## config.mk

```make
export PLATFORM = sky130hd
export DESIGN_NAME = sar_adc_conversion_control
export DESIGN_NICKNAME = d
export VERILOG_FILES = /design/src/pkg/sar_ctl_pkg.sv /design/src/verilog/sar_adc_conversion_control.sv
export SDC_FILE = /design/constraint.sdc
export NUM_CORES = 1
export LEC_CHECK = 0
export BUFFER_PORTS_ARGS = -buffer_cell sky130_fd_sc_hd__buf_2
export CAP_MARGIN = 5
export CORE_MARGIN = 5
export CORE_UTILIZATION = 55
export CTS_BUF_LIST = sky130_fd_sc_hd__clkbuf_8
export DETAILED_ROUTE_END_ITERATION = 8
export PLACE_DENSITY = 0.87
export SETUP_SLACK_MARGIN = 0.5
export SYNTH_ARGS = -nofsm -noshare
export SYNTH_HDL_FRONTEND = slang
export SYNTH_SLANG_ARGS = --single-unit
```

## constraint.sdc

```tcl
create_clock -name CLK -period 4.6 [get_ports CLK]
set_input_delay 0.46 -clock CLK [delete_from_list [all_inputs] [get_ports CLK]]
set_output_delay 0.46 -clock CLK [all_outputs]
set_load 0.05 [all_outputs]
```

## src/pkg/sar_ctl_pkg.sv

```systemverilog
// shared constants, types and register map of the converter control block
package sar_ctl_pkg;

	////////////////////////////////////////////////////////////////////////////////
	// register bus and register indices
	localparam int ADDR_W = 3;
	localparam int DATA_W = 8;
	localparam logic [ADDR_W-1:0] MUX_IDX = 3'h0;
	localparam logic [ADDR_W-1:0] CTRLA_IDX = 3'h1;
	localparam logic [ADDR_W-1:0] CTRLB_IDX = 3'h2;
	localparam logic [ADDR_W-1:0] RESL_IDX = 3'h3;
	localparam logic [ADDR_W-1:0] RESH_IDX = 3'h4;

	// converter_control_a field positions
	localparam int EN_BIT = 7;
	localparam int START_BIT = 6;
	localparam int AUTO_BIT = 5;
	localparam int DONE_BIT = 4;
	localparam int IE_BIT = 3;
	// converter_control_b field positions
	localparam int LADJ_BIT = 4;
	localparam int TRIG_LSB = 0;
	localparam int TRIG_W = 3;
	// input_mux_register field positions
	localparam int REF_LSB = 6;
	localparam int CHAN_LSB = 0;

	////////////////////////////////////////////////////////////////////////////////
	// conversion figures
	localparam int RES_W = 10;
	localparam int NORMAL_CYCLES = 13;
	localparam int FIRST_CYCLES = 25;
	localparam int PRESC_DIV_DEF = 8;
	localparam int CNT_W = 5;
	localparam int NUM_TRIG = 8;

	// channel and reference codes
	localparam logic [5:0] SE_LAST_CODE = 6'h07;
	localparam logic [5:0] TEMP_CODE = 6'h22;
	localparam logic [1:0] REF_VCC = 2'h0;
	localparam logic [1:0] REF_EXT = 2'h1;
	localparam logic [1:0] REF_INT = 2'h2;
	localparam logic [2:0] TRIG_FREE = 3'h0;
	localparam logic [7:0] ZERO_BYTE = 8'h00;

	////////////////////////////////////////////////////////////////////////////////
	// types
	typedef enum logic [1:0] {
		ST_IDLE = 2'b00,
		ST_WAIT = 2'b01,
		ST_CONV = 2'b10
	} conv_state_t;

	typedef struct packed {
		logic [1:0] ref_sel;
		logic [5:0] chan;
	} mux_sel_t;

	typedef struct packed {
		logic [1:0] ref_sel;
		logic [5:0] chan;
		logic gain_20x;
		logic gain_bypass;
		logic temp_sel;
		logic active;
	} front_end_t;

endpackage

```

## src/verilog/sar_adc_conversion_control.sv

```systemverilog
// control logic of a 10-bit successive-approximation converter
// Operation
// result is 10-bit unsigned, ground to reference
// reference_select picks supply, external or internal
// channel select picks input and differential gain
// differential gain 1x/20x, single-ended bypasses gain
// code 100010 selects temperature sensor
// selections apply only while converter enabled
// right aligned result, left when adjust set
// low byte read locks result until high
// completion flag raised even when result lost
// software reads low byte before high byte
// start bit begins conversion, cleared at end
// channel change waits for current conversion end
// auto trigger starts conversions from chosen source
// trigger rising edge resets prescaler, starts conversion
// held level or busy edges start nothing
// trigger flags set regardless of interrupt enables
// software clears trigger flag before next event
// done flag source gives free running
// software starts first free-running conversion
// start bit still works with auto trigger
// start bit reads one during any conversion
// dedicated interrupt request on completion
// 13 converter cycles, first one 25
// completion writes result, sets flag, clears start
// prescaler runs only while converter enabled
// done flag clears by write one or service
//
// Design decisions made here: the address-and-strobe port and the address map.
`timescale 1ns/100ps

module sar_adc_conversion_control #(
	parameter int PRESC_DIV = sar_ctl_pkg::PRESC_DIV_DEF
) (
	// clock and reset
	input wire logic CLK,
	input wire logic RST_N,
	// register port
	input wire logic [sar_ctl_pkg::ADDR_W-1:0] ADDR,
	input wire logic [sar_ctl_pkg::DATA_W-1:0] WDATA,
	input wire logic WR,
	input wire logic RD,
	output logic [sar_ctl_pkg::DATA_W-1:0] RDATA,
	// trigger flags and interrupt service
	input wire logic [sar_ctl_pkg::NUM_TRIG-1:0] TRIG_IN,
	input wire logic IRQ_ACK,
	output logic IRQ,
	// successive-approximation datapath
	input wire logic [sar_ctl_pkg::RES_W-1:0] SAR_RESULT,
	output sar_ctl_pkg::front_end_t FRONT_END,
	output logic CONV_START,
	output logic CONV_BUSY
);

	////////////////////////////////////////////////////////////////////////////////
	// declarations
	sar_ctl_pkg::conv_state_t state_reg, state_next;
	sar_ctl_pkg::mux_sel_t temp_sel_reg;
	sar_ctl_pkg::mux_sel_t sel_reg;
	logic en_reg, start_reg, auto_reg, done_reg, ie_reg, ladj_reg, lock_reg, first_reg;
	logic [sar_ctl_pkg::TRIG_W-1:0] trig_sel_reg;
	logic [sar_ctl_pkg::RES_W-1:0] result_reg;
	logic [sar_ctl_pkg::CNT_W-1:0] cnt_reg;
	logic [$clog2(PRESC_DIV)-1:0] presc_reg;
	logic trig_prev_reg;
	logic tick, last_tick, complete, free_mode, trig_level, trig_edge, trig_start, sw_start;
	logic wr_a, wr_mux, rd_low, rd_high;
	logic [sar_ctl_pkg::DATA_W-1:0] rd_mux;
	logic [15:0] aligned;

	// cycles of the running conversion, less one
	function automatic logic [sar_ctl_pkg::CNT_W-1:0] conv_last(input logic first);
		conv_last = first ? sar_ctl_pkg::CNT_W'(sar_ctl_pkg::FIRST_CYCLES - 1)
			: sar_ctl_pkg::CNT_W'(sar_ctl_pkg::NORMAL_CYCLES - 1);
	endfunction

	// result placed in a 16-bit pair of bytes
	function automatic logic [15:0] align(input logic [sar_ctl_pkg::RES_W-1:0] v,
		input logic ladj);
		align = ladj ? {v, 6'h00} : {6'h00, v};
	endfunction

	////////////////////////////////////////////////////////////////////////////////
	// bus decode and event terms
	assign wr_a = WR && (ADDR == sar_ctl_pkg::CTRLA_IDX);
	assign wr_mux = WR && (ADDR == sar_ctl_pkg::MUX_IDX);
	assign rd_low = RD && (ADDR == sar_ctl_pkg::RESL_IDX);
	assign rd_high = RD && (ADDR == sar_ctl_pkg::RESH_IDX);
	assign tick = en_reg && (presc_reg == ($clog2(PRESC_DIV))'(PRESC_DIV - 1));
	assign last_tick = (state_reg == sar_ctl_pkg::ST_CONV) && tick
		&& (cnt_reg == conv_last(first_reg));
	// conversion length count
	assign complete = last_tick;
	// done flag source
	assign free_mode = auto_reg && (trig_sel_reg == sar_ctl_pkg::TRIG_FREE);
	assign trig_level = TRIG_IN[trig_sel_reg];
	// selected trigger edge
	assign trig_edge = auto_reg && !free_mode && trig_level && !trig_prev_reg;
	// busy edges ignored
	assign trig_start = en_reg && trig_edge && (state_reg == sar_ctl_pkg::ST_IDLE);
	// software start
	assign sw_start = en_reg && wr_a && WDATA[sar_ctl_pkg::START_BIT];

	////////////////////////////////////////////////////////////////////////////////
	// conversion sequencer next state
	always_comb begin
		state_next = state_reg;
		unique case (state_reg)
			sar_ctl_pkg::ST_IDLE: begin
				if (trig_start) begin
					state_next = sar_ctl_pkg::ST_CONV;
				end else if (sw_start) begin
					state_next = sar_ctl_pkg::ST_WAIT;
				end
			end
			sar_ctl_pkg::ST_WAIT: begin
				if (tick) begin
					state_next = sar_ctl_pkg::ST_CONV;
				end
			end
			sar_ctl_pkg::ST_CONV: begin
				// restart at once in free running
				if (complete && !free_mode) begin
					state_next = sar_ctl_pkg::ST_IDLE;
				end
			end
			default: begin
				state_next = sar_ctl_pkg::ST_IDLE;
			end
		endcase
		if (!en_reg) begin
			state_next = sar_ctl_pkg::ST_IDLE;
		end
	end

	// sequencer state
	always_ff @(posedge CLK or negedge RST_N) begin
		if (!RST_N) begin
			state_reg <= sar_ctl_pkg::ST_IDLE;
		end else begin
			state_reg <= state_next;
		end
	end

	// converter cycle count within a conversion
	always_ff @(posedge CLK or negedge RST_N) begin
		if (!RST_N) begin
			cnt_reg <= '0;
		end else if (state_reg != sar_ctl_pkg::ST_CONV || complete) begin
			cnt_reg <= '0;
		end else if (tick) begin
			cnt_reg <= cnt_reg + 1'b1;
		end
	end

	// first conversion after enabling is long
	always_ff @(posedge CLK or negedge RST_N) begin
		if (!RST_N) begin
			first_reg <= 1'b1;
		end else if (!en_reg) begin
			first_reg <= 1'b1;
		end else if (complete) begin
			first_reg <= 1'b0;
		end
	end

	////////////////////////////////////////////////////////////////////////////////
	// prescaler held while disabled
	always_ff @(posedge CLK or negedge RST_N) begin
		if (!RST_N) begin
			presc_reg <= '0;
		end else if (!en_reg || trig_start || tick) begin
			// trigger restarts prescaler
			presc_reg <= '0;
		end else begin
			presc_reg <= presc_reg + 1'b1;
		end
	end

	// trigger level history for edge detection
	always_ff @(posedge CLK or negedge RST_N) begin
		if (!RST_N) begin
			trig_prev_reg <= 1'b0;
		end else begin
			trig_prev_reg <= trig_level;
		end
	end

	////////////////////////////////////////////////////////////////////////////////
	// control register a
	always_ff @(posedge CLK or negedge RST_N) begin
		if (!RST_N) begin
			en_reg <= 1'b0;
			auto_reg <= 1'b0;
			ie_reg <= 1'b0;
		end else if (wr_a) begin
			en_reg <= WDATA[sar_ctl_pkg::EN_BIT];
			auto_reg <= WDATA[sar_ctl_pkg::AUTO_BIT];
			ie_reg <= WDATA[sar_ctl_pkg::IE_BIT];
		end
	end

	// start bit mirrors busy; clear beats a late start write
	always_ff @(posedge CLK or negedge RST_N) begin
		if (!RST_N) begin
			start_reg <= 1'b0;
		end else if (!en_reg) begin
			start_reg <= 1'b0;
		end else if (complete && !free_mode) begin
			// cleared on single completion
			start_reg <= 1'b0;
		end else if (sw_start || trig_start) begin
			start_reg <= 1'b1;
		end
	end

	// done flag set whatever the enables; set wins
	always_ff @(posedge CLK or negedge RST_N) begin
		if (!RST_N) begin
			done_reg <= 1'b0;
		end else if (complete) begin
			// raised even when result is lost
			done_reg <= 1'b1;
		end else if ((wr_a && WDATA[sar_ctl_pkg::DONE_BIT]) || IRQ_ACK) begin
			// write one or service clears
			done_reg <= 1'b0;
		end
	end

	// control register b
	always_ff @(posedge CLK or negedge RST_N) begin
		if (!RST_N) begin
			ladj_reg <= 1'b0;
			trig_sel_reg <= sar_ctl_pkg::TRIG_FREE;
		end else if (WR && ADDR == sar_ctl_pkg::CTRLB_IDX) begin
			ladj_reg <= WDATA[sar_ctl_pkg::LADJ_BIT];
			trig_sel_reg <= WDATA[sar_ctl_pkg::TRIG_LSB +: sar_ctl_pkg::TRIG_W];
		end
	end

	////////////////////////////////////////////////////////////////////////////////
	// software copy of the selection, freely written
	always_ff @(posedge CLK or negedge RST_N) begin
		if (!RST_N) begin
			temp_sel_reg <= '0;
		end else if (wr_mux) begin
			temp_sel_reg.ref_sel <= WDATA[sar_ctl_pkg::REF_LSB +: 2];
			temp_sel_reg.chan <= WDATA[sar_ctl_pkg::CHAN_LSB +: 6];
		end
	end

	// working selection follows only when enabled and safe
	always_ff @(posedge CLK or negedge RST_N) begin
		if (!RST_N) begin
			sel_reg <= '0;
		end else if (en_reg && (state_reg != sar_ctl_pkg::ST_CONV || last_tick)) begin
			sel_reg <= temp_sel_reg;
		end
	end

	// front end controls derived from working selection, active flag from enable
	always_ff @(posedge CLK or negedge RST_N) begin
		if (!RST_N) begin
			FRONT_END <= '0;
		end else begin
			FRONT_END.ref_sel <= sel_reg.ref_sel;
			FRONT_END.chan <= sel_reg.chan;
			// temperature sensor code
			FRONT_END.temp_sel <= (sel_reg.chan == sar_ctl_pkg::TEMP_CODE);
			// gain bypass for single-ended inputs
			FRONT_END.gain_bypass <= (sel_reg.chan <= sar_ctl_pkg::SE_LAST_CODE)
				|| (sel_reg.chan == sar_ctl_pkg::TEMP_CODE);
			FRONT_END.gain_20x <= sel_reg.chan[0] && (sel_reg.chan > sar_ctl_pkg::SE_LAST_CODE)
				&& (sel_reg.chan != sar_ctl_pkg::TEMP_CODE);
			FRONT_END.active <= en_reg;
		end
	end

	////////////////////////////////////////////////////////////////////////////////
	// lock set by low read, released by high read
	always_ff @(posedge CLK or negedge RST_N) begin
		if (!RST_N) begin
			lock_reg <= 1'b0;
		end else if (rd_high) begin
			lock_reg <= 1'b0;
		end else if (rd_low) begin
			lock_reg <= 1'b1;
		end
	end

	// result captured unless locked
	always_ff @(posedge CLK or negedge RST_N) begin
		if (!RST_N) begin
			result_reg <= '0;
		end else if (complete && !lock_reg) begin
			result_reg <= SAR_RESULT;
		end
	end

	// result bytes in the chosen alignment
	assign aligned = align(result_reg, ladj_reg);

	// read data selection
	always_comb begin
		rd_mux = sar_ctl_pkg::ZERO_BYTE;
		unique case (ADDR)
			sar_ctl_pkg::MUX_IDX: rd_mux = {temp_sel_reg.ref_sel, temp_sel_reg.chan};
			sar_ctl_pkg::CTRLA_IDX: rd_mux = {en_reg, start_reg, auto_reg, done_reg,
				ie_reg, 3'h0};
			sar_ctl_pkg::CTRLB_IDX: rd_mux = {3'h0, ladj_reg, 1'b0, trig_sel_reg};
			// alignment of the result bytes
			sar_ctl_pkg::RESL_IDX: rd_mux = aligned[7:0];
			sar_ctl_pkg::RESH_IDX: rd_mux = aligned[15:8];
			default: rd_mux = sar_ctl_pkg::ZERO_BYTE;
		endcase
	end

	// read data stands one cycle after the strobe only
	always_ff @(posedge CLK or negedge RST_N) begin
		if (!RST_N) begin
			RDATA <= sar_ctl_pkg::ZERO_BYTE;
		end else begin
			RDATA <= RD ? rd_mux : sar_ctl_pkg::ZERO_BYTE;
		end
	end

	// interrupt request and datapath strobes
	always_ff @(posedge CLK or negedge RST_N) begin
		if (!RST_N) begin
			IRQ <= 1'b0;
			CONV_START <= 1'b0;
			CONV_BUSY <= 1'b0;
		end else begin
			IRQ <= done_reg && ie_reg && !IRQ_ACK;
			CONV_START <= (state_next == sar_ctl_pkg::ST_CONV)
				&& (state_reg != sar_ctl_pkg::ST_CONV || complete);
			CONV_BUSY <= (state_next == sar_ctl_pkg::ST_CONV);
		end
	end
endmodule // sar_adc_conversion_control

```

* Word level (Yosys, flattened, before mapping)
Index checks and enable logic that the tools add are counted.
Operators by class: $add $sub $neg 2, $lt $le $gt $ge 3, eq/ne operators 14, mux-type cells 24, reductions and logical operators 42
Operators by type and width (count):
- 8-bit one-hot mux with 5 select lines | 1
- 1-bit logical AND | 25
- 16-bit 2-to-1 mux | 1
- 5-bit 2-to-1 mux | 3
- 1-bit 2-to-1 mux | 10
- 2-bit 2-to-1 mux | 5
- 8-bit 2-to-1 mux | 1
- 3-bit by 2-bit == test with 1-bit output (second input constant) | 2
- 3-bit == test (second input constant) | 2
- 6-bit == test (second input constant) | 1
- 6-bit by 3-bit > comparator with 1-bit output (second input constant) | 1
- 6-bit by 3-bit less-or-equal comparator with 1-bit output (second input constant) | 1
- 3-bit zero test | 2
- 1-bit logical OR | 6
- 6-bit inequality test (second input constant) | 1
- 2-bit one-hot mux with 3 select lines | 1
- 2-bit nonzero test | 3
- 5-bit by 1-bit adder with 5-bit output (second input constant) | 1
- 5-bit == test | 1
- 1-bit zero test | 5
- 2-bit == test (second input constant) | 2
- 3-bit by 4-bit < comparator with 1-bit output (second input constant) | 1
- 3-bit by 1-bit adder with 3-bit output (second input constant) | 1
- 1-bit binary-select mux with 3-bit select | 1
- other kinds (7) | 7
Word-level totals: register bits after elaboration 71, bits of input ports 34, word-level logic and storage cells 113

* Depth between registers and ports, before layout
Gate-level depths: netlist (run 1).
depth after elaboration 13, mapped depth 8, mapped depth without buffers 6

* Worst setup path after synthesis (run 1)
OpenSTA, ideal clock, no wires.
kind register -> register, start point reg presc_reg[0], end point reg sel_reg[0] in the netlist's numbering, arrival 1791 ps, data required time 4475 ps, setup slack 2684 ps, stages on the path, launching flop included 9, path buffers 2, path through dfrtp_1 > ha_1 > ha_1 > and2_1 > buf_4 > o2111ai_4 > a21bo_1 > buf_6 > mux2_4
On the way: word-level cells in the longest chain between the ends 6
Ends and longest elaborated chain:
- start, declared | line sar_adc_conversion_control.sv:65 | logic [$clog2(PRESC_DIV)-1:0] presc_reg;
- start signal, assigned | line sar_adc_conversion_control.sv:177 | presc_reg <= presc_reg + 1'b1;
- 3-bit == test | line sar_adc_conversion_control.sv:90 | assign tick = en_reg && (presc_reg == ($clog2(PRESC_DIV))'(PRESC_DIV - 1));
- 1-bit logical AND | line sar_adc_conversion_control.sv:90
- 1-bit logical AND | line sar_adc_conversion_control.sv:91 | assign last_tick = (state_reg == sar_ctl_pkg::ST_CONV) && tick
- 1-bit logical AND | line sar_adc_conversion_control.sv:92 | && (cnt_reg == conv_last(first_reg));
- 1-bit logical OR | line sar_adc_conversion_control.sv:257 | end else if (en_reg && (state_reg != sar_ctl_pkg::ST_CONV || last_tick)) begin
- 1-bit logical AND | line sar_adc_conversion_control.sv:257
- end signal, assigned | line sar_adc_conversion_control.sv:258 | sel_reg <= temp_sel_reg;
- end, declared | line sar_adc_conversion_control.sv:60 | sar_ctl_pkg::mux_sel_t sel_reg;
Every way passes these cells. A chain may end at the register's enable or synchronous reset.

* Worst setup path after layout (run 1)
Same ends and word-level chain as after synthesis.

==> flow_results.xml, run 1 <==
<?xml version="1.0" encoding="UTF-8"?>
<metrics>
  <group name="critical_path">
    <metric name="max_stage_delay" unit="ns">0.42</metric>
    <metric name="cp_cell_sequence" unit="">ha_1 -&gt; ha_1 -&gt; and2_1 -&gt; o2111ai_4 -&gt; a21bo_1 -&gt; mux2_4</metric>
    <metric name="worstSetupStartpointType" unit="">flip-flop</metric>
    <metric name="ff2ff_path_depth" unit="">6</metric>
    <metric name="crit_start" unit="">presc_reg[0]</metric>
    <metric name="worst_setup_path_endpoint" unit="">sel_reg[0]</metric>
    <metric name="most_frequent_cp_cell" unit="">ha_1</metric>
    <metric name="worstPathBufferInverterCount" unit="">0</metric>
    <metric name="critical_path.top_delay_family" unit="">compound AO/OA/AOI/OAI gates</metric>
    <metric name="timing.critical_path.arrival" unit="ns">2.46</metric>
    <metric name="critPathMaxFanout" unit="">8</metric>
    <metric name="worst_setup_path_end_kind" unit="">flip-flop</metric>
    <metric name="crit-reg2reg-capture" unit="">sel_reg[0]</metric>
    <metric name="cp_data_required_time" unit="ns">4.84</metric>
    <metric name="critPathKind" unit="">reg2reg</metric>
    <metric name="reg2reg_launch_point" unit="">presc_reg[0]</metric>
    <metric name="total_stage_count_of_the_critical_path" unit="">6</metric>
    <metric name="cpMaxStageDelayCell" unit="">a21bo_1</metric>
    <metric name="reg2reg_setup_slack" unit="ns">2.39</metric>
  </group>
  <group name="timing">
    <metric name="max_slew.worst_pin.slew" unit="ns">0.869</metric>
    <metric name="clock_skew" unit="ns">0.00772</metric>
    <metric name="tns" unit="ns">0</metric>
    <metric name="timing.final.setup_violations" unit="">0</metric>
    <metric name="final_hold_viol_count" unit="">0</metric>
    <metric name="timing.final.crit_period" unit="ns">2.21</metric>
    <metric name="setup_repair_after_global_routing_missed_its_margin" unit="">false</metric>
    <metric name="relSlewSlack" unit="%">42.1</metric>
    <metric name="timing.final.ws_setup" unit="ns">2.39</metric>
    <metric name="achievable-frequency" unit="GHz">0.452</metric>
    <metric name="timing_max_transition_violations_final" unit="">0</metric>
    <metric name="finalCritPeriodShare" unit="%">48.1</metric>
    <metric name="fin_hold_ws" unit="ns">0.282</metric>
  </group>
  <group name="logic_synthesis">
    <metric name="asyncSetResetFlopFracSynth" unit="%">100</metric>
    <metric name="synth-seq-area-share" unit="%">55.8</metric>
    <metric name="muxShareOfSynthArea" unit="%">17.4</metric>
    <metric name="syn_avg_cell_area" unit="um2">13.1</metric>
    <metric name="yosys.area_share.simple" unit="%">13.7</metric>
    <metric name="synth_xor_xnor_area_share" unit="%">1.10</metric>
    <metric name="synth.top_cells.by_area" unit="">dfrtp_1 55%, mux2_2 5.7%, mux2i_1 4.1%</metric>
    <metric name="post-synth-top-area-cell" unit="">dfrtp_1</metric>
    <metric name="count_leader_synth" unit="">dfrtp_1</metric>
    <metric name="compound_cell_area_share_of_the_yosys_netlist" unit="%">8.17</metric>
    <metric name="ys_warn_count" unit="">0</metric>
    <metric name="synth-edff-count" unit="">0</metric>
    <metric name="synth_top_family_by_area" unit="">multiplexers</metric>
    <metric name="synth.cell_area" unit="um2">3190</metric>
    <metric name="postSynthCellCount" unit="">244</metric>
    <metric name="synth_common_cells" unit="">70 x dfrtp_1, 18 x nor2_1, 16 x mux2_2</metric>
    <metric name="ys_seq_elements" unit="">71</metric>
    <metric name="synthDistinctLibCells" unit="">54</metric>
    <metric name="synth.top_cell.area_share" unit="%">55.0</metric>
    <metric name="ys_dominant_reg_cell" unit="">dfrtp_1</metric>
    <metric name="area_share_of_fa_ha_maj_cells_after_synthesis" unit="%">1.57</metric>
    <metric name="synth_nets" unit="">282</metric>
  </group>
  <group name="global_routing">
    <metric name="globalRouteMet1Util" unit="%">25.1</metric>
    <metric name="global_route_wire_length_before_repair" unit="um">11000</metric>
    <metric name="grtUsageMet2" unit="%">30.3</metric>
    <metric name="global_route.usage.total" unit="%">19.6</metric>
    <metric name="grt_antenna_before_repair" unit="">0</metric>
    <metric name="gr-usage-met3" unit="%">5.09</metric>
    <metric name="grt_start_max_net_pins" unit="">72</metric>
    <metric name="vias_in_the_first_global_route" unit="">2223</metric>
    <metric name="global_route.overflow_total" unit="">0</metric>
    <metric name="busiest_layer" unit="">met2</metric>
  </group>
  <group name="cts">
    <metric name="tritoncts" unit="">yes</metric>
    <metric name="numCtsBuffers" unit="">9</metric>
    <metric name="postCtsHoldBufs" unit="">0</metric>
    <metric name="maximum_level_of_the_cts_h_tree" unit="">3</metric>
    <metric name="cts.repair.resized" unit="">0</metric>
    <metric name="cts_num_sinks" unit="">71</metric>
    <metric name="clk_pin_slew_worst_paths" unit="ns">0.08</metric>
    <metric name="cts.root.buffer_cell" unit="">clkbuf_8</metric>
    <metric name="cts_setup_buffers" unit="">0</metric>
    <metric name="clk_latency" unit="ns">0.36</metric>
    <metric name="cts_buffer_depth" unit="">2</metric>
  </group>
  <group name="die">
    <metric name="floorplan.die_area" unit="um2">7420</metric>
    <metric name="fp.dieH" unit="um">86.1</metric>
    <metric name="dieWidth" unit="um">86.1</metric>
    <metric name="initial_core_utilization" unit="%">57.2</metric>
    <metric name="core.rowCount" unit="">27</metric>
    <metric name="design.core.area" unit="um2">5570</metric>
    <metric name="ios" unit="">57</metric>
  </group>
  <group name="detailed_routing">
    <metric name="routed_wire_length_per_instance" unit="um">17.2</metric>
    <metric name="final_antenna_net_count" unit="">0</metric>
    <metric name="totalWireLength" unit="um">6500</metric>
    <metric name="post-route-drc-count" unit="">0</metric>
    <metric name="drt_first_iter_violations" unit="">126</metric>
    <metric name="post_drt_via_cell_ratio" unit="">5.64</metric>
    <metric name="detailroute.via_count" unit="">2132</metric>
    <metric name="drt_pass1_iterations" unit="">4</metric>
  </group>
  <group name="placed_design">
    <metric name="io_buffer_count" unit="">56</metric>
    <metric name="worst_slack_after_detailed_placement" unit="ns">2.42</metric>
    <metric name="final_weighted_congestion_of_routability_driven_global_placement" unit="">0.858</metric>
    <metric name="numPlacedInstances" unit="">362</metric>
    <metric name="place_hpwl" unit="um">4530</metric>
    <metric name="postPlaceCellArea" unit="um2">3510</metric>
  </group>
  <group name="cells_and_area">
    <metric name="largest_register_ffs" unit="">12</metric>
    <metric name="final_net_count" unit="">339</metric>
    <metric name="finalInstanceArea" unit="um2">3730</metric>
    <metric name="final-instance-count-excl-fill" unit="">378</metric>
    <metric name="area_delta_synth_final" unit="%">17.1</metric>
    <metric name="n_antenna_cell" unit="">0</metric>
    <metric name="drive_above_1_share" unit="%">35.0</metric>
    <metric name="final_core_util" unit="%">66.9</metric>
  </group>
  <group name="power_and_ir_drop">
    <metric name="powerDensity" unit="nW/um2">503</metric>
    <metric name="static-leakage-power" unit="nW">1.84</metric>
    <metric name="post-layout-total-power" unit="mW">1.88</metric>
    <metric name="irDropWorstVdd" unit="V">0.000377</metric>
  </group>
  <group name="outcome">
    <metric name="status" unit="">complete, no violations</metric>
  </group>
  <group name="worst_hold_path">
    <metric name="min-delay-path-class" unit="">in2async</metric>
  </group>
  <group name="job">
    <metric name="max-cap-violations" unit="">0</metric>
  </group>
</metrics>
## area by class of cell
class | instances | area (um2)
Timing Repair Buffer | 57 | 288
Clock inverter | 7 | 97.6
Fill cell | 398 | 1840
Inverter | 5 | 18.8
Sequential cell | 71 | 1780
Tap cell | 72 | 90.1
Clock buffer | 9 | 124
Multi-Input combinational cell | 157 | 1340
## placed cells by master, fill, tap and decap left out, types with 3 or more instances in the layout
cell type | Yosys | layout
dfrtp_1 | 70 | 70
nand3b_1 | 4 | 4
mux2_2 | 16 | 16
mux2_4 | 8 | 8
o21ai_0 | 3 | 3
nor2b_1 | 3 | 3
nand2_1 | 14 | 14
a21oi_1 | 3 | 3
nor3_1 | 6 | 6
clkbuf_8 | 0 | 9
mux2i_1 | 13 | 13
a221oi_1 | 3 | 3
ha_1 | 4 | 4
xor2_1 | 3 | 3
buf_2 | 2 | 56
inv_1 | 5 | 5
o22ai_1 | 4 | 4
mux2_1 | 11 | 11
and3b_1 | 3 | 3
nor2_1 | 18 | 18
## logic make-up (layout without fill, tap and decap cells)
kind of cell             after synthesis  in the layout
flip-flops                            71             71
AND/OR/NAND/NOR                       69             69
multiplexers                          48             48
AO/OA/AOI/OAI                         32             32
buffers and inverters                 16             78
adder cells (fa/ha/maj)                4              4
XOR/XNOR                               4              4
## power by group
group	switching (mW)	internal, mW
clock network	0.240	0.305
registers	0.103	0.749
logic	0.300	0.178
total	0.643	1.23
## worst min-delay path by stage
stage / cells past startpoint / endpoint / slack, ns / startpoint
after floorplan: 0 / CONV_BUSY / 0.16 / RST_N
after global placement: 0 / FRONT_END[10] / 0.37 / sel_reg[6]
after detailed placement: 0 / FRONT_END[10] / 0.38 / sel_reg[6]
after CTS: 2 / result_reg[1] / 0.32 / SAR_RESULT[1]
after global routing: 2 / result_reg[6] / 0.32 / SAR_RESULT[6]
final: 2 / FRONT_END[11] / 0.28 / RST_N
## layer usage
layer | share of wire, % | up-vias
met5 | 0 | -
met4 | 2.7 | 0
met3 | 6.5 | 16
met2 | 49 | 67
met1 | 42 | 1058
li1 | - | 991
(Power assumes the default switching activity.)
==> inputs of run 2 (changes only) <==
Clock period 4.6 ns to 2.2 ns, I/O delays scaled along.
==> run 2 against run 1 <==
  * Fmax increased by 26%
  * Via count increased by 5.0%
  * Die area unchanged
  * Sequential power increased by 110%
  * Clock skew decreased by 0.00075 ns
  * Non-clock buffer count increased by 15
  * Cell area increased by 6.5%
  * Register-to-register slack got worse by 1.9 ns
  * Count of clock-buffer cells in the layout unchanged
  * Worst setup slack got worse by 1.9 ns
  * Power increased by 110%
  * Largest power group unchanged
==> flow_results.xml, run 2 (synthesis results as in run 1) <==
<?xml version="1.0" encoding="UTF-8"?>
<metrics>
  <group name="outcome">
    <metric name="status" unit="">complete, no violations</metric>
  </group>
  <group name="detailed_routing">
    <metric name="post_drt_via_cell_ratio" unit="">5.70</metric>
    <metric name="post-route-drc-count" unit="">0</metric>
    <metric name="detailroute.via_count" unit="">2239</metric>
    <metric name="drt_first_iter_violations" unit="">97</metric>
    <metric name="final_antenna_net_count" unit="">0</metric>
    <metric name="totalWireLength" unit="um">6880</metric>
    <metric name="drt_pass1_iterations" unit="">4</metric>
    <metric name="routed_wire_length_per_instance" unit="um">17.5</metric>
  </group>
  <group name="timing">
    <metric name="finalCritPeriodShare" unit="%">79.8</metric>
    <metric name="tns" unit="ns">0</metric>
    <metric name="relSlewSlack" unit="%">57.8</metric>
    <metric name="fin_hold_ws" unit="ns">0.0950</metric>
    <metric name="setup_repair_after_global_routing_missed_its_margin" unit="">true</metric>
    <metric name="clock_skew" unit="ns">0.00698</metric>
    <metric name="timing_max_transition_violations_final" unit="">0</metric>
    <metric name="timing.final.setup_violations" unit="">0</metric>
    <metric name="timing.final.crit_period" unit="ns">1.76</metric>
    <metric name="final_hold_viol_count" unit="">0</metric>
    <metric name="max_slew.worst_pin.slew" unit="ns">0.631</metric>
    <metric name="achievable-frequency" unit="GHz">0.570</metric>
  </group>
  <group name="worst_hold_path">
    <metric name="worst_hold_startpoint" unit="">SAR_RESULT[0]</metric>
    <metric name="min-delay-path-class" unit="">in2reg</metric>
    <metric name="min_to" unit="">result_reg[0]</metric>
    <metric name="timing.hold.worst_path_depth" unit="">2</metric>
  </group>
  <group name="global_routing">
    <metric name="grt_antenna_before_repair" unit="">0</metric>
    <metric name="global_route.overflow_total" unit="">0</metric>
    <metric name="global_route_wire_length_before_repair" unit="um">11200</metric>
    <metric name="grt_start_max_net_pins" unit="">33</metric>
    <metric name="global_route.usage.total" unit="%">19.9</metric>
    <metric name="vias_in_the_first_global_route" unit="">2256</metric>
  </group>
  <group name="die">
    <metric name="floorplan.die_area" unit="um2">7420</metric>
    <metric name="design.core.area" unit="um2">5570</metric>
    <metric name="initial_core_utilization" unit="%">57.2</metric>
    <metric name="dieWidth" unit="um">86.1</metric>
    <metric name="core.rowCount" unit="">27</metric>
    <metric name="fp.dieH" unit="um">86.1</metric>
    <metric name="ios" unit="">57</metric>
  </group>
  <group name="job">
    <metric name="max-cap-violations" unit="">0</metric>
  </group>
  <group name="power_and_ir_drop">
    <metric name="powerDensity" unit="nW/um2">1010</metric>
    <metric name="irDropWorstVdd" unit="V">0.000734</metric>
    <metric name="static-leakage-power" unit="nW">1.93</metric>
  </group>
  <group name="critical_path">
    <metric name="critPathKind" unit="">reg2reg</metric>
    <metric name="worstSetupStartpointType" unit="">flip-flop</metric>
    <metric name="worstPathBufferInverterCount" unit="">1</metric>
    <metric name="critical_path.top_delay_family" unit="">compound AO/OA/AOI/OAI gates</metric>
    <metric name="worst_setup_path_end_kind" unit="">flip-flop</metric>
    <metric name="timing.critical_path.arrival" unit="ns">1.99</metric>
    <metric name="reg2reg_setup_slack" unit="ns">0.44</metric>
    <metric name="crit-reg2reg-capture" unit="">CONV_BUSY</metric>
    <metric name="reg2reg_launch_point" unit="">presc_reg[1]</metric>
    <metric name="cpMaxStageDelayCell" unit="">dfrtp_1</metric>
    <metric name="cp_cell_sequence" unit="">ha_2 -&gt; ha_4 -&gt; and2_4 -&gt; buf_4 -&gt; a32o_2 -&gt; a21o_1 -&gt; o21a_1</metric>
    <metric name="cp_data_required_time" unit="ns">2.43</metric>
    <metric name="ff2ff_path_depth" unit="">7</metric>
    <metric name="max_stage_delay" unit="ns">0.38</metric>
    <metric name="critPathMaxFanout" unit="">6</metric>
  </group>
  <group name="cts">
    <metric name="maximum_level_of_the_cts_h_tree" unit="">3</metric>
    <metric name="numCtsBuffers" unit="">9</metric>
    <metric name="cts_buffer_depth" unit="">2</metric>
    <metric name="cts_num_sinks" unit="">71</metric>
    <metric name="clk_pin_slew_worst_paths" unit="ns">0.08</metric>
    <metric name="tritoncts" unit="">yes</metric>
    <metric name="cts.root.buffer_cell" unit="">clkbuf_8</metric>
    <metric name="clk_latency" unit="ns">0.34</metric>
  </group>
  <group name="cells_and_area">
    <metric name="final-instance-count-excl-fill" unit="">393</metric>
    <metric name="n_antenna_cell" unit="">0</metric>
    <metric name="mostFrequentLayoutCells" unit="">67 x dfrtp_1, 56 x buf_2, 18 x nor2_1</metric>
    <metric name="drive_above_1_share" unit="%">44.5</metric>
    <metric name="layout_commonest_cell" unit="">dfrtp_1</metric>
    <metric name="area_delta_synth_final" unit="%">24.7</metric>
    <metric name="largest_register_ffs" unit="">12</metric>
    <metric name="final_net_count" unit="">354</metric>
  </group>
  <group name="placed_design">
    <metric name="numPlacedInstances" unit="">364</metric>
    <metric name="final_weighted_congestion_of_routability_driven_global_placement" unit="">0.803</metric>
    <metric name="io_buffer_count" unit="">56</metric>
    <metric name="place_hpwl" unit="um">4860</metric>
  </group>
</metrics>
-- run 2: cell count changes in the layout (fill, tap and decap cells not counted), moves of 2 or more --
| cell | previous run | this run |
|---|---|---|
| buf_4 | 1 | 10 |
| dfrtp_2 | 0 | 3 |
| buf_12 | 0 | 2 |
| and2_4 | 0 | 2 |
| mux2_1 | 11 | 5 |
| mux2_4 | 8 | 14 |
| buf_6 | 0 | 3 |
| and2_1 | 2 | 0 |
| dfrtp_1 | 70 | 67 |
| ha_1 | 4 | 2 |
-- run 2: layout make-up --
class,count,area [um2]
Fill cell,374,1600
Timing Repair Buffer,72,439
Tap cell,72,90.1
Clock inverter,7,97.6
Multi-Input combinational cell,157,1420
Sequential cell,71,1780
Clock buffer,9,124
Inverter,5,18.8
-- run 2: routing by layer --
metal  vias up  global-route usage [%]  routed length (um)
li1       1022                       -                   -
met1      1147                    25.8                2920
met2        58                    31.4                3500
met3        12                    5.09                 328
met4         0                    8.92                 134
met5         -                       0                   0
-- run 2: worst max path at each step --
stage / cells after the start / slack (ns) / to / startpoint
final: 7 / 0.44 / CONV_BUSY / presc_reg[1]
after global routing: 7 / 0.41 / result_reg[9] / presc_reg[0]
after CTS: 7 / 0.46 / CONV_BUSY / presc_reg[0]
after detailed placement: 6 / 0.24 / sel_reg[5] / presc_reg[0]
after global placement: 6 / 0.31 / sel_reg[2] / presc_reg[0]
after floorplan: 8 / 0.41 / sel_reg[0] / presc_reg[0]
-- run 2: worst register-to-register path: cells and delay by family (launching register included) --
| family | cells | cell delay (ns) |
|---|---|---|
| buffers and inverters | 1 | 0.16 |
| AO/OA/AOI/OAI | 3 | 0.60 |
| flip-flops | 1 | 0.38 |
| adder cells (fa/ha/maj) | 2 | 0.37 |
| AND/OR/NAND/NOR | 1 | 0.14 |
-- run 2: stage by stage --
step / worst slack, ns / instance area (um2) / utilization (%) / power (mW)
final: 0.445 / 3970 / 71.3 / 4.02
after global routing: 0.410 / 3970 / 71.3 / 4.21
after CTS: 0.458 / 3920 / 70.3 / 4.00
after detailed placement: 0.240 / 3570 / 64.1 / 2.82
after global placement: 0.306 / 3570 / 64.1 / 2.78
after floorplan: 0.409 / 3230 / - / 2.53
-- run 2: power breakdown --
part | switching, mW | leakage (nW) | internal, mW | total (mW)
Sequential | 0.202 | 0.914 | 1.57 | 1.77
Combinational | 0.665 | 0.913 | 0.451 | 1.12
Clock | 0.493 | 0.105 | 0.639 | 1.13
-- run 2: what timing repair did --
action,4_1_cts,5_1_grt
setup endpoints to repair,25,25
hold buffers,1,0
hold endpoints to repair,21,0
gates resized for setup,7,13
pin swaps,4,5
setup buffers,10,2
==> inputs of run 3 (changes only) <==
Clock period 2.2 ns to 1.8 ns, I/O delays scaled along.
==> run 3 against run 2 <==
  * Power up 20%
  * Cell area up 4.3%
  * Register-to-register slack worse by 0.43 ns
  * Sequential share of layout area down 1.9 points
  * Clock skew up 0.0037 ns
  * Die area unchanged
  * Clock power about the same
  * Largest cell class unchanged
==> flow_results.xml, run 3 (synthesis results as in run 1) <==
<?xml version="1.0" encoding="UTF-8"?>
<metrics>
  <group name="outcome">
    <metric name="status" unit="">complete, no violations</metric>
  </group>
  <group name="worst_hold_path">
    <metric name="min_to" unit="">result_reg[7]</metric>
    <metric name="worst_hold_startpoint" unit="">SAR_RESULT[7]</metric>
    <metric name="timing.hold.worst_path_depth" unit="">2</metric>
    <metric name="min-delay-path-class" unit="">in2reg</metric>
  </group>
  <group name="power_and_ir_drop">
    <metric name="post-layout-total-power" unit="mW">4.83</metric>
    <metric name="irDropWorstVdd" unit="V">0.000932</metric>
    <metric name="powerDensity" unit="nW/um2">1160</metric>
    <metric name="static-leakage-power" unit="nW">2.01</metric>
  </group>
  <group name="cells_and_area">
    <metric name="drive_above_1_share" unit="%">50.9</metric>
    <metric name="mostFrequentLayoutCells" unit="">67 x dfrtp_1, 56 x buf_2, 20 x buf_4</metric>
    <metric name="final_net_count" unit="">367</metric>
    <metric name="fill_cells" unit="">340</metric>
    <metric name="largest_register_ffs" unit="">12</metric>
    <metric name="layout_commonest_cell" unit="">dfrtp_1</metric>
    <metric name="area_delta_synth_final" unit="%">30.1</metric>
    <metric name="final-instance-count-excl-fill" unit="">406</metric>
    <metric name="final_core_util" unit="%">74.4</metric>
    <metric name="n_antenna_cell" unit="">0</metric>
    <metric name="finalInstanceArea" unit="um2">4150</metric>
  </group>
  <group name="cts">
    <metric name="tritoncts" unit="">yes</metric>
    <metric name="maximum_level_of_the_cts_h_tree" unit="">3</metric>
    <metric name="cts.root.buffer_cell" unit="">clkbuf_8</metric>
    <metric name="clk_pin_slew_worst_paths" unit="ns">0.08</metric>
    <metric name="clk_latency" unit="ns">0.35</metric>
    <metric name="cts_buffer_depth" unit="">2</metric>
    <metric name="numCtsBuffers" unit="">9</metric>
    <metric name="cts_num_sinks" unit="">71</metric>
  </group>
  <group name="critical_path">
    <metric name="timing.critical_path.arrival" unit="ns">2.03</metric>
    <metric name="reg2reg_launch_point" unit="">presc_reg[0]</metric>
    <metric name="critPathMaxFanout" unit="">8</metric>
    <metric name="worst_setup_path_end_kind" unit="">flip-flop</metric>
    <metric name="worstSetupStartpointType" unit="">flip-flop</metric>
    <metric name="reg2reg_setup_slack" unit="ns">0.01</metric>
    <metric name="ff2ff_path_depth" unit="">6</metric>
    <metric name="crit-reg2reg-capture" unit="">sel_reg[5]</metric>
    <metric name="critPathKind" unit="">reg2reg</metric>
    <metric name="cp_data_required_time" unit="ns">2.04</metric>
  </group>
  <group name="detailed_routing">
    <metric name="final_antenna_net_count" unit="">0</metric>
    <metric name="detailroute.via_count" unit="">2380</metric>
    <metric name="post-route-drc-count" unit="">0</metric>
    <metric name="routed_wire_length_per_instance" unit="um">20.1</metric>
    <metric name="totalWireLength" unit="um">8140</metric>
    <metric name="drt_first_iter_violations" unit="">130</metric>
    <metric name="drt_pass1_iterations" unit="">4</metric>
    <metric name="post_drt_via_cell_ratio" unit="">5.86</metric>
  </group>
  <group name="placed_design">
    <metric name="numPlacedInstances" unit="">378</metric>
    <metric name="io_buffer_count" unit="">56</metric>
    <metric name="place_hpwl" unit="um">5070</metric>
    <metric name="final_weighted_congestion_of_routability_driven_global_placement" unit="">0.805</metric>
    <metric name="postPlaceCellArea" unit="um2">3710</metric>
  </group>
  <group name="global_routing">
    <metric name="global_route.usage.total" unit="%">22.6</metric>
    <metric name="grtUsageMet2" unit="%">36.6</metric>
    <metric name="grt_start_max_net_pins" unit="">72</metric>
    <metric name="global_route_wire_length_before_repair" unit="um">12700</metric>
    <metric name="vias_in_the_first_global_route" unit="">2455</metric>
    <metric name="global_route.overflow_total" unit="">0</metric>
    <metric name="gr-usage-met3" unit="%">5.38</metric>
    <metric name="globalRouteMet1Util" unit="%">28.7</metric>
    <metric name="busiest_layer" unit="">met2</metric>
    <metric name="grt_antenna_before_repair" unit="">0</metric>
  </group>
  <group name="timing">
    <metric name="final_hold_viol_count" unit="">0</metric>
    <metric name="timing.final.setup_violations" unit="">0</metric>
    <metric name="achievable-frequency" unit="GHz">0.559</metric>
    <metric name="finalCritPeriodShare" unit="%">99.4</metric>
    <metric name="relSlewSlack" unit="%">71.7</metric>
    <metric name="max_slew.worst_pin.slew" unit="ns">0.425</metric>
    <metric name="timing.final.crit_period" unit="ns">1.79</metric>
    <metric name="clock_skew" unit="ns">0.0107</metric>
    <metric name="setup_repair_after_global_routing_missed_its_margin" unit="">true</metric>
    <metric name="timing_max_transition_violations_final" unit="">0</metric>
  </group>
  <group name="die">
    <metric name="dieWidth" unit="um">86.1</metric>
    <metric name="design.core.area" unit="um2">5570</metric>
    <metric name="core.rowCount" unit="">27</metric>
    <metric name="floorplan.die_area" unit="um2">7420</metric>
    <metric name="ios" unit="">57</metric>
    <metric name="fp.dieH" unit="um">86.1</metric>
    <metric name="initial_core_utilization" unit="%">57.2</metric>
  </group>
  <group name="job">
    <metric name="max-cap-violations" unit="">0</metric>
  </group>
</metrics>
## run 3: cell count changes in the layout (fill, tap and decap cells not counted), moves of 3 or more
| cell | change |
|---|---|
| a221oi_1 | -3 |
| buf_6 | +3 |
| buf_4 | +10 |
| a221oi_2 | +3 |
## run 3: metal layers
layer / up-vias / routed length, um
met5: - / 0
met4: 0 / 185
met3: 24 / 572
met2: 99 / 4190
met1: 1208 / 3200
li1: 1049 / -
## run 3: through the flow
step	worst slack, ns	setup TNS [ns]	hold WS, ns
2_1_floorplan	0.00853	0	-0.116
3_3_place_gp	-0.00842	-0.0635	0.226
3_5_place_dp	-0.0896	-0.682	0.231
4_1_cts	0.0691	0	0.0350
5_1_grt	-0.0421	-0.194	0.0343
6_report	0.0104	0	0.0377
## run 3: power breakdown
| group | switching (mW) | total (mW) | leakage [nW] | internal, mW |
|---|---|---|---|---|
| Sequential | 0.281 | 2.20 | 0.914 | 1.92 |
| Clock | 0.596 | 1.13 | 0.0895 | 0.529 |
| Combinational | 0.878 | 1.50 | 1.01 | 0.626 |
## run 3: final cells by class
class / count / area (um2) / share of cell area, %
clock buffer: 10 / 138 / 3.32
clock inverter: 6 / 37.5 / 0.906
inverter: 5 / 18.8 / 0.453
multi-input combinational: 157 / 1530 / 36.9
sequential: 71 / 1780 / 43.0
tap: 72 / 90.1 / 2.17
timing repair buffer: 85 / 548 / 13.2
## run 3: critical path, stage by stage (launching register included)
cell       delay, ns
dfrtp_1         0.38
ha_2            0.21
ha_4            0.14
and2_4          0.16
o2111ai_4       0.15
a21bo_4         0.32
mux2_4          0.31
## run 3: how the worst max path moves through the flow
stage / startpoint / to / slack [ns] / depth (start not counted)
floorplan: presc_reg[0] / sel_reg[0] / 0.009 / 8
global placement: presc_reg[0] / sel_reg[2] / -0.008 / 6
detailed placement: presc_reg[0] / sel_reg[5] / -0.09 / 6
CTS: presc_reg[0] / sel_reg[5] / 0.07 / 6
global route: presc_reg[0] / result_reg[0] / -0.04 / 7
finish: presc_reg[0] / sel_reg[5] / 0.01 / 6
## run 3: repair_timing
action,in CTS,in global routing
endpoints found under the hold margin,70,0
gates resized for setup,20,18
setup endpoints to repair,40,42
hold buffers,1,0
setup buffers,6,5
pin swaps,7,8
